--- src/core/cscpd_pkg.sv ---
package cscpd_pkg;

  // Clock rate and derived timing.
  localparam int CORE_CLK_MHZ = 250;
  localparam int PU_MAX_MS = 3;
  localparam int PU_MAX_CYC = PU_MAX_MS * 1000 * CORE_CLK_MHZ;
  localparam int PU_WAKE_CYC = PU_MAX_CYC / 2;
  localparam int POR_CYC = 64;
  localparam int CNT_W = 20;

  // Output groups and their widths.
  localparam int NGRP = 5;
  localparam int G_CPU = 0;
  localparam int G_SDR = 1;
  localparam int G_PCI = 2;
  localparam int G_REF = 3;
  localparam int G_F48 = 4;
  localparam int CPU_W = 3;
  localparam int SDR_W = 13;
  localparam int PCI_W = 6;
  localparam int STRAP_W = 5;

  // Half periods in core cycles for each group.
  localparam int HALF_W = 8;
  localparam logic [HALF_W-1:0] HALF_CPU = 8'h01;
  localparam logic [HALF_W-1:0] HALF_SDR = 8'h01;
  localparam logic [HALF_W-1:0] HALF_PCI = 8'h04;
  localparam logic [HALF_W-1:0] HALF_REF = 8'h09;
  localparam logic [HALF_W-1:0] HALF_F48 = 8'h03;

  // Register map.
  localparam logic [31:0] OFS_CTRL = 32'h0000_0000;
  localparam logic [31:0] OFS_STAT = 32'h0000_0004;
  localparam int STAT_STOP_LSB = 5;
  localparam int STAT_ST_LSB = 10;
  localparam logic [1:0] RESP_OKAY = 2'h0;
  localparam logic [1:0] RESP_SLVERR = 2'h2;

  typedef enum logic [2:0] {
    ST_POR = 3'b000,
    ST_RUN = 3'b001,
    ST_PDSTOP = 3'b010,
    ST_PDOFF = 3'b011,
    ST_WAKE = 3'b100
  } cscpd_state_e;

endpackage

--- src/core/cscpd_gate_if.sv ---
`timescale 1ns/1ps
interface cscpd_gate_if;
  import cscpd_pkg::*;
  logic run;
  logic osc;
  logic [HALF_W-1:0] half;
  logic clk_out;
  logic stopped;
  modport gen (input run, input osc, input half,
               output clk_out, output stopped);
  modport ctl (output run, output osc, output half,
               input clk_out, input stopped);
endinterface

--- src/core/cscpd_gate.sv ---
`timescale 1ns/1ps
module cscpd_gate (
  input wire logic clk_in,
  input wire logic rst_in,
  cscpd_gate_if.gen g
);
  import cscpd_pkg::*;

  logic [HALF_W-1:0] cnt_q;
  logic clk_q;
  logic stop_q;
  logic tick;
  logic clk_d;

  assign tick = (cnt_q == g.half - HALF_W'(1));
  // Only a low phase may be stretched, so a stop never cuts a high pulse
  // and a restart always begins with a whole high phase.
  assign clk_d = clk_q ? 1'b0 : g.run;
  assign g.clk_out = clk_q;
  assign g.stopped = stop_q;

  always_ff @(posedge clk_in) begin
    if (rst_in) begin
      cnt_q <= '0;
      clk_q <= 1'b0;
      stop_q <= 1'b1;
    end else if (g.osc && tick) begin
      cnt_q <= '0;
      clk_q <= clk_d;
      stop_q <= !clk_d && !g.run;
    end else if (g.osc) begin
      cnt_q <= cnt_q + HALF_W'(1);
    end
  end

endmodule // cscpd_gate

--- src/core/cscpd_top.sv ---
`timescale 1ns/1ps
module cscpd_top #(
  parameter int WAKE_CYCLES = cscpd_pkg::PU_WAKE_CYC
) (
  // Clock and reset.
  input wire logic CORE_CLK_IN,
  input wire logic RST_IN,
  // Asynchronous requests from the chipset, active low.
  input wire logic CPU_STOP_N_IN,
  input wire logic PCI_STOP_N_IN,
  input wire logic SDRAM_STOP_N_IN,
  input wire logic POWER_DOWN_REQUEST_N_IN,
  // Shared strap and clock pins.
  input wire logic [cscpd_pkg::STRAP_W-1:0] STRAP_IN,
  output logic [cscpd_pkg::STRAP_W-1:0] STRAP_OUT,
  output logic [cscpd_pkg::STRAP_W-1:0] STRAP_OE_OUT,
  // Clock outputs.
  output logic [cscpd_pkg::CPU_W-1:0] CPU_CLK_OUT,
  output logic [cscpd_pkg::SDR_W-1:0] SDRAM_CLK_OUT,
  output logic [cscpd_pkg::PCI_W-1:0] PCI_GROUP_OUTPUTS_OUT,
  output logic REF_CLK_OUT,
  output logic F48_CLK_OUT,
  // Oscillator and crystal enables.
  output logic OSC_EN_OUT,
  output logic XTAL_EN_OUT,
  // AXI4-Lite slave.
  input wire logic [31:0] S_AXI_AWADDR_IN,
  input wire logic S_AXI_AWVALID_IN,
  output logic S_AXI_AWREADY_OUT,
  input wire logic [31:0] S_AXI_WDATA_IN,
  input wire logic [3:0] S_AXI_WSTRB_IN,
  input wire logic S_AXI_WVALID_IN,
  output logic S_AXI_WREADY_OUT,
  output logic [1:0] S_AXI_BRESP_OUT,
  output logic S_AXI_BVALID_OUT,
  input wire logic S_AXI_BREADY_IN,
  input wire logic [31:0] S_AXI_ARADDR_IN,
  input wire logic S_AXI_ARVALID_IN,
  output logic S_AXI_ARREADY_OUT,
  output logic [31:0] S_AXI_RDATA_OUT,
  output logic [1:0] S_AXI_RRESP_OUT,
  output logic S_AXI_RVALID_OUT,
  input wire logic S_AXI_RREADY_IN
);
  import cscpd_pkg::*;

  localparam int NSYNC = 4 + STRAP_W;

  function automatic logic [1:0] addr_sel(input logic [31:0] a);
    addr_sel = {a == OFS_STAT, a == OFS_CTRL};
  endfunction

  cscpd_gate_if gif [NGRP] ();

  logic [NSYNC-1:0] meta_q;
  logic [NSYNC-1:0] sync_q;
  logic cpu_stop_s;
  logic pci_stop_s;
  logic sdr_stop_s;
  logic pd_s;
  logic [STRAP_W-1:0] strap_s;
  cscpd_state_e st_q;
  cscpd_state_e st_d;
  logic [CNT_W-1:0] cnt_q;
  logic [CNT_W-1:0] cnt_d;
  logic [STRAP_W-1:0] strap_q;
  logic strap_oe_q;
  logic [NGRP-1:0] sw_stop_q;
  logic [NGRP-1:0] run;
  logic [NGRP-1:0] gclk;
  logic [NGRP-1:0] gstop;
  logic [HALF_W-1:0] half [NGRP];
  logic osc_on;
  logic all_stopped;
  logic por_done;
  logic wake_done;

  // The first synchroniser stage feeds only the second.
  always_ff @(posedge CORE_CLK_IN) begin
    if (RST_IN) begin
      meta_q <= '1;
      sync_q <= '1;
    end else begin
      meta_q <= {STRAP_IN, POWER_DOWN_REQUEST_N_IN, SDRAM_STOP_N_IN,
                 PCI_STOP_N_IN, CPU_STOP_N_IN};
      sync_q <= meta_q;
    end
  end

  assign cpu_stop_s = !sync_q[0];
  assign pci_stop_s = !sync_q[1];
  assign sdr_stop_s = !sync_q[2];
  assign pd_s = !sync_q[3];
  assign strap_s = sync_q[NSYNC-1:4];

  // Power sequencing.
  assign por_done = (cnt_q == CNT_W'(POR_CYC - 1));
  assign wake_done = (cnt_q == CNT_W'(WAKE_CYCLES - 1));
  assign all_stopped = &gstop;
  assign osc_on = (st_q != ST_PDOFF);

  always_comb begin
    st_d = st_q;
    cnt_d = cnt_q + CNT_W'(1);
    unique case (st_q)
      ST_POR: begin
        if (por_done) begin
          st_d = ST_RUN;
          cnt_d = '0;
        end
      end
      ST_RUN: begin
        cnt_d = '0;
        if (pd_s) begin
          st_d = ST_PDSTOP;
        end
      end
      ST_PDSTOP: begin
        cnt_d = '0;
        if (all_stopped) begin
          st_d = ST_PDOFF;
        end
      end
      ST_PDOFF: begin
        cnt_d = '0;
        if (!pd_s) begin
          st_d = ST_WAKE;
        end
      end
      ST_WAKE: begin
        if (pd_s) begin
          st_d = ST_PDSTOP;
          cnt_d = '0;
        end else if (wake_done) begin
          st_d = ST_RUN;
          cnt_d = '0;
        end
      end
      default: begin
        st_d = ST_POR;
        cnt_d = '0;
      end
    endcase
  end

  always_ff @(posedge CORE_CLK_IN) begin
    if (RST_IN) begin
      st_q <= ST_POR;
      cnt_q <= '0;
    end else begin
      st_q <= st_d;
      cnt_q <= cnt_d;
    end
  end

  // Straps are caught by the clock at the end of power-on reset, never
  // by the reset itself, so the latch holds the pins' settled level.
  always_ff @(posedge CORE_CLK_IN) begin
    if (RST_IN) begin
      strap_q <= '0;
      strap_oe_q <= 1'b0;
    end else if (st_q == ST_POR && por_done) begin
      strap_q <= strap_s;
      strap_oe_q <= 1'b1;
    end
  end

  // Each group only sees its own halt request. Halts are dropped during
  // power-down because every group is stopped by the sequencer then.
  assign run[G_CPU] = (st_q == ST_RUN) && !cpu_stop_s
                      && !sw_stop_q[G_CPU];
  assign run[G_SDR] = (st_q == ST_RUN) && !sdr_stop_s
                      && !sw_stop_q[G_SDR];
  assign run[G_PCI] = (st_q == ST_RUN) && !pci_stop_s
                      && !sw_stop_q[G_PCI];
  assign run[G_REF] = (st_q == ST_RUN) && !sw_stop_q[G_REF];
  assign run[G_F48] = (st_q == ST_RUN) && !sw_stop_q[G_F48];

  assign half[G_CPU] = HALF_CPU;
  assign half[G_SDR] = HALF_SDR;
  assign half[G_PCI] = HALF_PCI;
  assign half[G_REF] = HALF_REF;
  assign half[G_F48] = HALF_F48;

  // With a one-cycle half period the two synchroniser stages plus the
  // gate flop keep processor start and stop latency under four cycles.
  for (genvar i = 0; i < NGRP; i++) begin : g_grp
    assign gif[i].run = run[i];
    assign gif[i].osc = osc_on;
    assign gif[i].half = half[i];
    assign gclk[i] = gif[i].clk_out;
    assign gstop[i] = gif[i].stopped;
    cscpd_gate u_gate (
      .clk_in(CORE_CLK_IN),
      .rst_in(RST_IN),
      .g(gif[i])
    );
  end

  assign CPU_CLK_OUT = {CPU_W{gclk[G_CPU]}};
  assign SDRAM_CLK_OUT = {SDR_W{gclk[G_SDR]}};
  assign PCI_GROUP_OUTPUTS_OUT = {PCI_W{gclk[G_PCI]}};
  assign REF_CLK_OUT = gclk[G_REF];
  assign F48_CLK_OUT = gclk[G_F48];

  // Strap pins carry one extra copy of each group once released.
  always_ff @(posedge CORE_CLK_IN) begin
    if (RST_IN) begin
      STRAP_OUT <= '0;
      STRAP_OE_OUT <= '0;
      OSC_EN_OUT <= 1'b1;
      XTAL_EN_OUT <= 1'b1;
    end else begin
      STRAP_OUT <= strap_oe_q ? gclk : '0;
      STRAP_OE_OUT <= {STRAP_W{strap_oe_q}};
      OSC_EN_OUT <= (st_d != ST_PDOFF);
      XTAL_EN_OUT <= (st_d != ST_PDOFF);
    end
  end

  // AXI4-Lite write path.
  logic aw_have_q;
  logic w_have_q;
  logic [31:0] awaddr_q;
  logic [31:0] wdata_q;
  logic [3:0] wstrb_q;
  logic aw_take;
  logic w_take;
  logic wr_go;
  logic [1:0] wsel;

  assign aw_take = S_AXI_AWVALID_IN && S_AXI_AWREADY_OUT;
  assign w_take = S_AXI_WVALID_IN && S_AXI_WREADY_OUT;
  assign wr_go = aw_have_q && w_have_q && !S_AXI_BVALID_OUT;
  assign wsel = addr_sel(awaddr_q);

  always_ff @(posedge CORE_CLK_IN) begin
    if (RST_IN) begin
      aw_have_q <= 1'b0;
      awaddr_q <= '0;
      S_AXI_AWREADY_OUT <= 1'b1;
    end else if (aw_take) begin
      aw_have_q <= 1'b1;
      awaddr_q <= S_AXI_AWADDR_IN;
      S_AXI_AWREADY_OUT <= 1'b0;
    end else if (S_AXI_BVALID_OUT && S_AXI_BREADY_IN) begin
      aw_have_q <= 1'b0;
      S_AXI_AWREADY_OUT <= 1'b1;
    end
  end

  always_ff @(posedge CORE_CLK_IN) begin
    if (RST_IN) begin
      w_have_q <= 1'b0;
      wdata_q <= '0;
      wstrb_q <= '0;
      S_AXI_WREADY_OUT <= 1'b1;
    end else if (w_take) begin
      w_have_q <= 1'b1;
      wdata_q <= S_AXI_WDATA_IN;
      wstrb_q <= S_AXI_WSTRB_IN;
      S_AXI_WREADY_OUT <= 1'b0;
    end else if (S_AXI_BVALID_OUT && S_AXI_BREADY_IN) begin
      w_have_q <= 1'b0;
      S_AXI_WREADY_OUT <= 1'b1;
    end
  end

  always_ff @(posedge CORE_CLK_IN) begin
    if (RST_IN) begin
      S_AXI_BVALID_OUT <= 1'b0;
      S_AXI_BRESP_OUT <= RESP_OKAY;
    end else if (wr_go) begin
      S_AXI_BVALID_OUT <= 1'b1;
      S_AXI_BRESP_OUT <= (|wsel) ? RESP_OKAY : RESP_SLVERR;
    end else if (S_AXI_BREADY_IN) begin
      S_AXI_BVALID_OUT <= 1'b0;
    end
  end

  always_ff @(posedge CORE_CLK_IN) begin
    if (RST_IN) begin
      sw_stop_q <= '0;
    end else if (wr_go && wsel[0] && wstrb_q[0]) begin
      sw_stop_q <= wdata_q[NGRP-1:0];
    end
  end

  // AXI4-Lite read path.
  logic [1:0] rsel;
  logic [31:0] stat_word;
  logic [31:0] rd_word;

  assign rsel = addr_sel(S_AXI_ARADDR_IN);
  assign stat_word = {19'h0, 3'(st_q), gstop, strap_q};
  assign rd_word = rsel[0] ? {27'h0, sw_stop_q} :
                   rsel[1] ? stat_word : 32'h0000_0000;

  always_ff @(posedge CORE_CLK_IN) begin
    if (RST_IN) begin
      S_AXI_ARREADY_OUT <= 1'b1;
      S_AXI_RVALID_OUT <= 1'b0;
      S_AXI_RDATA_OUT <= '0;
      S_AXI_RRESP_OUT <= RESP_OKAY;
    end else if (S_AXI_ARVALID_IN && S_AXI_ARREADY_OUT) begin
      S_AXI_ARREADY_OUT <= 1'b0;
      S_AXI_RVALID_OUT <= 1'b1;
      S_AXI_RDATA_OUT <= rd_word;
      S_AXI_RRESP_OUT <= (|rsel) ? RESP_OKAY : RESP_SLVERR;
    end else if (S_AXI_RVALID_OUT && S_AXI_RREADY_IN) begin
      S_AXI_ARREADY_OUT <= 1'b1;
      S_AXI_RVALID_OUT <= 1'b0;
    end
  end

endmodule // cscpd_top

--- config.mk ---
export PLATFORM = sky130hd
export DESIGN_NAME = cscpd_top
export DESIGN_NICKNAME = d
export VERILOG_FILES = /design/src/core/cscpd_pkg.sv /design/src/core/cscpd_gate_if.sv /design/src/core/cscpd_gate.sv /design/src/core/cscpd_top.sv
export SDC_FILE = /design/constraint.sdc
export NUM_CORES = 1
export LEC_CHECK = 0
export ABC_AREA = 0
export CAP_MARGIN = 25
export CORE_ASPECT_RATIO = 0.75
export CORE_MARGIN = 1.5
export CORE_UTILIZATION = 57
export CTS_CLUSTER_SIZE = 8
export DETAILED_ROUTE_END_ITERATION = 16
export DONT_BUFFER_PORTS = 1
export PLACE_DENSITY = 0.72
export SETUP_SLACK_MARGIN = 0.02
export SLEW_MARGIN = 10
export SYNTH_ARGS = -nofsm -noshare
export SYNTH_HDL_FRONTEND = slang
export SYNTH_HIERARCHICAL = 1
export SYNTH_SLANG_ARGS = --single-unit
export TNS_END_PERCENT = 5
--- constraint.sdc ---
create_clock -name CORE_CLK_IN -period 4.6 [get_ports CORE_CLK_IN]
set_clock_uncertainty 0.2 [all_clocks]
set_input_delay 0.46 -clock CORE_CLK_IN [delete_from_list [all_inputs] [get_ports CORE_CLK_IN]]
set_output_delay 0.46 -clock CORE_CLK_IN [all_outputs]
set_load 0.02 [all_outputs]
# ---- After elaboration in Yosys (flattened, before gate mapping)
# Cells that the tools add are included.
# W data, S select, Z words.
dict set report op_classes {
  mul 0
  shifts 0
  div 0
  bitwise 1
  order_cmp 0
  reduce_logical 62
  eq_ne 13
  addsub 6
  n_mux 32
}
# operator n
set op_table {}
lappend op_table {{$eq A32 B3 Y1 const B} 2}
lappend op_table {{$logic_not A32 Y1} 2}
lappend op_table {{$mux W20} 3}
lappend op_table {{$add A8 B1 Y8 const B} 5}
lappend op_table {{$pmux W20 S2} 1}
lappend op_table {{$logic_and A1 B1 Y1} 28}
lappend op_table {{$mux W13} 2}
lappend op_table {{$add A20 B1 Y20 const B} 1}
lappend op_table {{$eq A20 B19 Y1 const B} 1}
lappend op_table {{$eq A20 B6 Y1 const B} 1}
lappend op_table {{$mux W3} 6}
lappend op_table {{$mux W1} 17}
lappend op_table {{$eq A8 B2 Y1 const B} 2}
lappend op_table {{$logic_not A1 Y1} 16}
lappend op_table {{$logic_not A8 Y1} 2}
lappend op_table {{$reduce_or A2 Y1} 8}
lappend op_table {{$pmux W3 S5} 1}
lappend op_table {{$eq A8 B4 Y1 const B} 1}
lappend op_table {{$reduce_bool A2 Y1} 4}
lappend op_table {{$eq A3 B2 Y1 const B} 2}
lappend op_table {{$ne A3 B2 Y1 const B} 2}
lappend op_table {{$reduce_and A5 Y1} 1}
lappend op_table {{$mux W2} 2}
lappend op_table {{$eq A3 B1 Y1 const B} 1}
lappend op_table {{other kinds (3)} 3}
dict set report totals {
  out_inout_bits 77
  regBits 190
  latch_bits 0
  elab_cells 152
  mem_bits_rw 0
  n_memories 0
  inputBits 116
  rom_bits 0
}

# ---- Depth between registers and ports, before layout
dict set report logic_depth {
  word_depth 6
  ltp_mapped 8
  ltp_nobuf 7
}

# ---- Hierarchy
# Netlist, hierarchy kept.
# module cells_per_inst instances area_per_inst_um2 seq_area_each_um2
set modules_own_cells {}
lappend modules_own_cells {cscpd_top 579 1 5079.9 2382.3}
lappend modules_own_cells {{cscpd_gate at g_grp[0].u_gate ...} 79 4 711.9 200.2}
lappend modules_own_cells {{cscpd_gate at g_grp[3].u_gate} 72 1 659.4 200.2}

# ---- Worst setup path before layout
# No wires, ideal clock.
dict set report synth_path {
  path_kind {reg-to-reg}
  startpoint {register st_q[0]}
  endpoint {register g_grp[0].u_gate.clk_q}
  t_arrival_ns 2.234
  setup_time_ns 0.072
  required_time_ns 4.328
  path_stages_with_launch 7
  setup_slack_ns 2.094
  synth_period_minus_slack_ns 2.506
  n_path_buf 1
  cell_sequence {dfxtp_1 > buf_2 > nor2b_1 > nand2_1 > nand4_1 > a2111oi_4 > mux2i_1}
}
dict set report synth_between {
  word_cells_on_any_way 6
  cone_classes {eq/ne: 2; mux: 1; reduce/logical: 3}
}
# element line
set synth_lines {}
lappend synth_lines {{from (decl)} cscpd_top.sv:62} ;# cscpd_state_e st_q;
lappend synth_lines {{from (signal assigned)} cscpd_top.sv:151} ;# st_q <= st_d;
lappend synth_lines {{$ne A3 B2 Y1} cscpd_top.sv:100} ;# assign osc_on = (st_q != ST_PDOFF);
lappend synth_lines {{via gif[0].osc} cscpd_gate_if.sv:5} ;# logic osc;
lappend synth_lines {{$logic_and A1 B1 Y1} cscpd_gate.sv:27} ;# end else if (g.osc && tick) begin
lappend synth_lines {{to (signal assigned)} cscpd_gate.sv:29} ;# clk_q <= clk_d;
lappend synth_lines {{to (decl)} cscpd_gate.sv:10} ;# logic clk_q;
# The timed path passes the listed nets, and every way through them passes these cells.
# A chain may end at the register's enable or synchronous reset.

# ---- Worst setup path after layout
dict set report layout_path {
  startpoint {register st_q[0]}
  endpoint {register g_grp[1].u_gate.cnt_q[7]}
}
dict set report layout_between {
  elab_chain_len 3
}
# element line
set layout_lines {}
lappend layout_lines {{$ne A3 B2 Y1 *} cscpd_top.sv:100}
lappend layout_lines {{via gif[0].osc} cscpd_gate_if.sv:5}
lappend layout_lines {{$logic_and A1 B1 Y1} cscpd_gate.sv:27}
lappend layout_lines {{$reduce_or A2 Y1 (no line)} n/a}
lappend layout_lines {{to (signal assigned)} cscpd_gate.sv:32} ;# cnt_q <= cnt_q + HALF_W'(1);
lappend layout_lines {{to (decl)} cscpd_gate.sv:9} ;# logic [HALF_W-1:0] cnt_q;
# Mark *: on every way through the listed nets, which the timed path passes. The rest lies on a longest branch.

==> results.md <==
* Max Cap Viol at 0
* ANT cells at 0
* Drt first pass iters at 5
* Crit end category: register
* Starting Density at 58.8%
* Power after layout at 3.29 mW
* Post-synthesis cell count at 967
* Max stage delay on crit path at 600 ps
* Mean number of vias per cell at 5.08
* Routability cong. at 0.780
* Post-route DRC at 0
* Yosys top cell by area: dfxtp_1
* Syn_area_per_cell at 8.88 um2
* DP Wirelength at 12000 um
* Seq pwr share at 47.3%
* Worst-Skew Late Latency at 430 ps
* Worst hold path type: primary input to register
* Core ar. at 14600 um2
* Worst-path clk slew at 80 ps
* Tmin final at 2900 ps
* H-Tree Depth at 4
* Vias at 6874
* Final-report max-slew violation count at 0
* Area of the multi-input gates at 5310 um2
* Worst-Margin Slew at 945 ps
* Ys async rst share at 0%
* Hold Slack at 10.7 ps
* Area contributors post-synth: dfxtp_1 (39%), nand2_1 (5.8%), xor2_1 (5.2%), buf_4 (4.5%), xnor2_1 (4.3%)
* Max Freq at 0.345 GHz
* Initial antenna violation count at 0
* Crit start category: register
* Combinational share of power at 9.2%
* Worst-path fanout max at 21
* Clk sinks at 169
* Worst slew margin at 36.8%
* Critical Path RT at 4690 ps
* Die Height at 109 um
* Post-DRT Antenna Nets at 0
* Status: complete, no violations
* Tcrit/Tclk final at 63.0%
* Most instantiated cells after synthesis: dfxtp_1 (169), nand2_1 (132), a21oi_1 (71), buf_4 (52), xor2_1 (51)
* Clk pwr share at 43.5%
* Num rows at 38
* PortBufs at 0
* Grt ovf at 0
* Top_reg_cell synth: dfxtp_1
* Post-synth EDFFs at 0
* DR iter-0 viols at 331
* Hold Crit Depth at 2
* Net Switching at 0.906 mW
* Arr. time, crit path at 2990 ps
* CTS buffer count at 17
* Full die area at 15800 um2
* Leakage power at 4.08 nW
* Endpoints failing setup at 0
* Gr usage total at 23.4%
* Top-count cell post-synth: dfxtp_1
* First-pass GRT wire length at 29100 um
* VDD IR max at 0.000255 V
* Synth Register Bits at 169
* Io pins at 193
* RSZ-0062 raised after global routing: no
* Filler Cell Count at 1199
* Pwr/cell area at 323 nW/um2
* Layout Area Growth over Synthesis at 18.3%
* Hold Violations, Final at 0
* Met2 wire len at 8380 um
* Seq/Total Area, Yosys at 39.4%
* Post-CTS Repair Setup Buffers at 0
* # hold bufs at CTS at 46
* Reg2Reg Depth at 8
* Die X at 145 um
* Warnings from Yosys at 6
* Drt wl/cell at 13.4 um
* Slowest CP cell: nand2_1
* DR WL met3 at 818 um
* CTS tree: built
* Post-cts sizing count at 0
* Top Layer Used: met4
* Combined flip-flop and latch cell area at 3380 um2
* Distinct cell type count after synthesis at 65
* Root Buffer: clkbuf_16
* Maximum number of pins on one net before global-route repair at 103
* Met1 wire length at 8740 um
* Clock Tree Buf Depth at 2
* Switching share of power at 27.6%
* Worst Path Class, Setup: register to register
* Synthesized cell area at 8590 um2
* CP Cell Sequence: nor2b_1 -> nand2_1 -> buf_4 -> and3_1 -> and4_1 -> nand3_1 -> xor2_1 -> nor3_1
* Synth top area share at 39.4%
* Fin nets at 1268
* Post-Route Setup TNS at 0 ps
* P_int at 2.38 mW
* Vias in the first global route at 6132
* Layout cells sized above 1 at 9.71%
* WL final at 18200 um
flip-flops by register name, indices dropped and copies added, names as in the netlist, 3 cells and up:
name and cells:
sync_q 9, STRAP_OUT 5, sw_stop_q 5, g_grp.u_gate/g.clk_out 5
cnt_q 20, g_grp.u_gate/cnt_q 40, meta_q 9, wdata_q 5
awaddr_q 32, S_AXI_RDATA_OUT 13, strap_q 5, g_grp.u_gate/g.stopped 5
st_q 3
routing by layer:
layer,up-vias,global-route usage (%)
met5,-,0
met4,0,6.20
met3,22,5.44
met2,137,37.8
met1,3185,31.6
li1,3530,-
logic make-up (layout without fill, tap and decap cells):
group                      after synthesis  after routing  share of synthesized area (%)
DFF                                    169            169                           39.4
muxes                                   29             29                           3.38
AOI/OAI and AO/OA                      158            158                           12.8
buffers and inverters                  101            102                           6.94
adders and majority gates               11             11                           1.60
other                                    2            188                         0.0875
and+or+nand+nor                        404            404                           26.3
xor gates and xnor gates                93             93                           9.49
worst max-delay path, delay by kind of cell, from the launching register on:
kind	cells	cell delay, ps
buffers and inverters	1	440
xor gates and xnor gates	1	150
and+or+nand+nor	6	1450
DFF	1	520
power groups by stage:
stage,Combinational [mW],Clock (mW),Sequential (mW)
2_1_floorplan,0.244,0,1.58
3_3_place_gp,0.236,0,1.59
3_5_place_dp,0.241,0,1.59
4_1_cts,0.291,1.45,1.55
5_1_grt,0.343,1.52,1.56
6_report,0.303,1.43,1.55
cell type report:
| class | instances | share of cell area [%] |
|---|---|---|
| Clock buffer | 17 | 4.19 |
| Clock inverter | 15 | 1.71 |
| Inverter | 15 | 0.554 |
| Multi-Input combinational cell | 883 | 52.2 |
| Sequential cell | 169 | 33.3 |
| Tap cell | 200 | 2.46 |
| Timing Repair Buffer | 55 | 5.55 |
per-stage QoR:
stage	std cells	utilization, %	area (um2)	worst slack, ps
after CTS	1351	69.3	10100	1700
after detailed placement	1273	61.9	9040	1720
after global routing	1354	69.6	10200	1480
after global placement	1272	61.9	9030	1750
after floorplan	1153	-	9290	2090
final	1354	69.6	10200	1700
final timing paths:
check	startpoint	to	slack, ps
min reg2reg	meta_q[3]	sync_q[3]	210
min	S_AXI_ARADDR_IN[2]	S_AXI_RDATA_OUT[12]	10
max reg2reg	st_q[0]	g_grp[1].u_gate/cnt_q[7]	1700
max	st_q[0]	g_grp[1].u_gate/cnt_q[7]	1700
placed cells by master (no fill, tap or decap), types with 7 or more instances in the layout:
master	synthesis	final
conb_1	2	188
dfxtp_1	169	168
nand2_1	132	132
a21oi_1	71	71
xor2_1	51	51
nor3_1	45	45
dlygate4sd3_1	0	45
xnor2_1	42	42
nor2_1	38	38
mux2i_1	29	29
nand4_1	28	28
nand3_1	19	19
nor4_1	18	18
or2_2	18	18
o21ai_0	18	18
and3_1	17	17
clkbuf_16	0	17
nand2b_1	16	16
inv_1	15	15
o31ai_1	14	14
ha_1	11	11
and4_1	10	10
o21ai_2	10	10
or3_1	9	9
nor3b_1	7	7
Note: power is estimated with default switching activity, not from simulation.
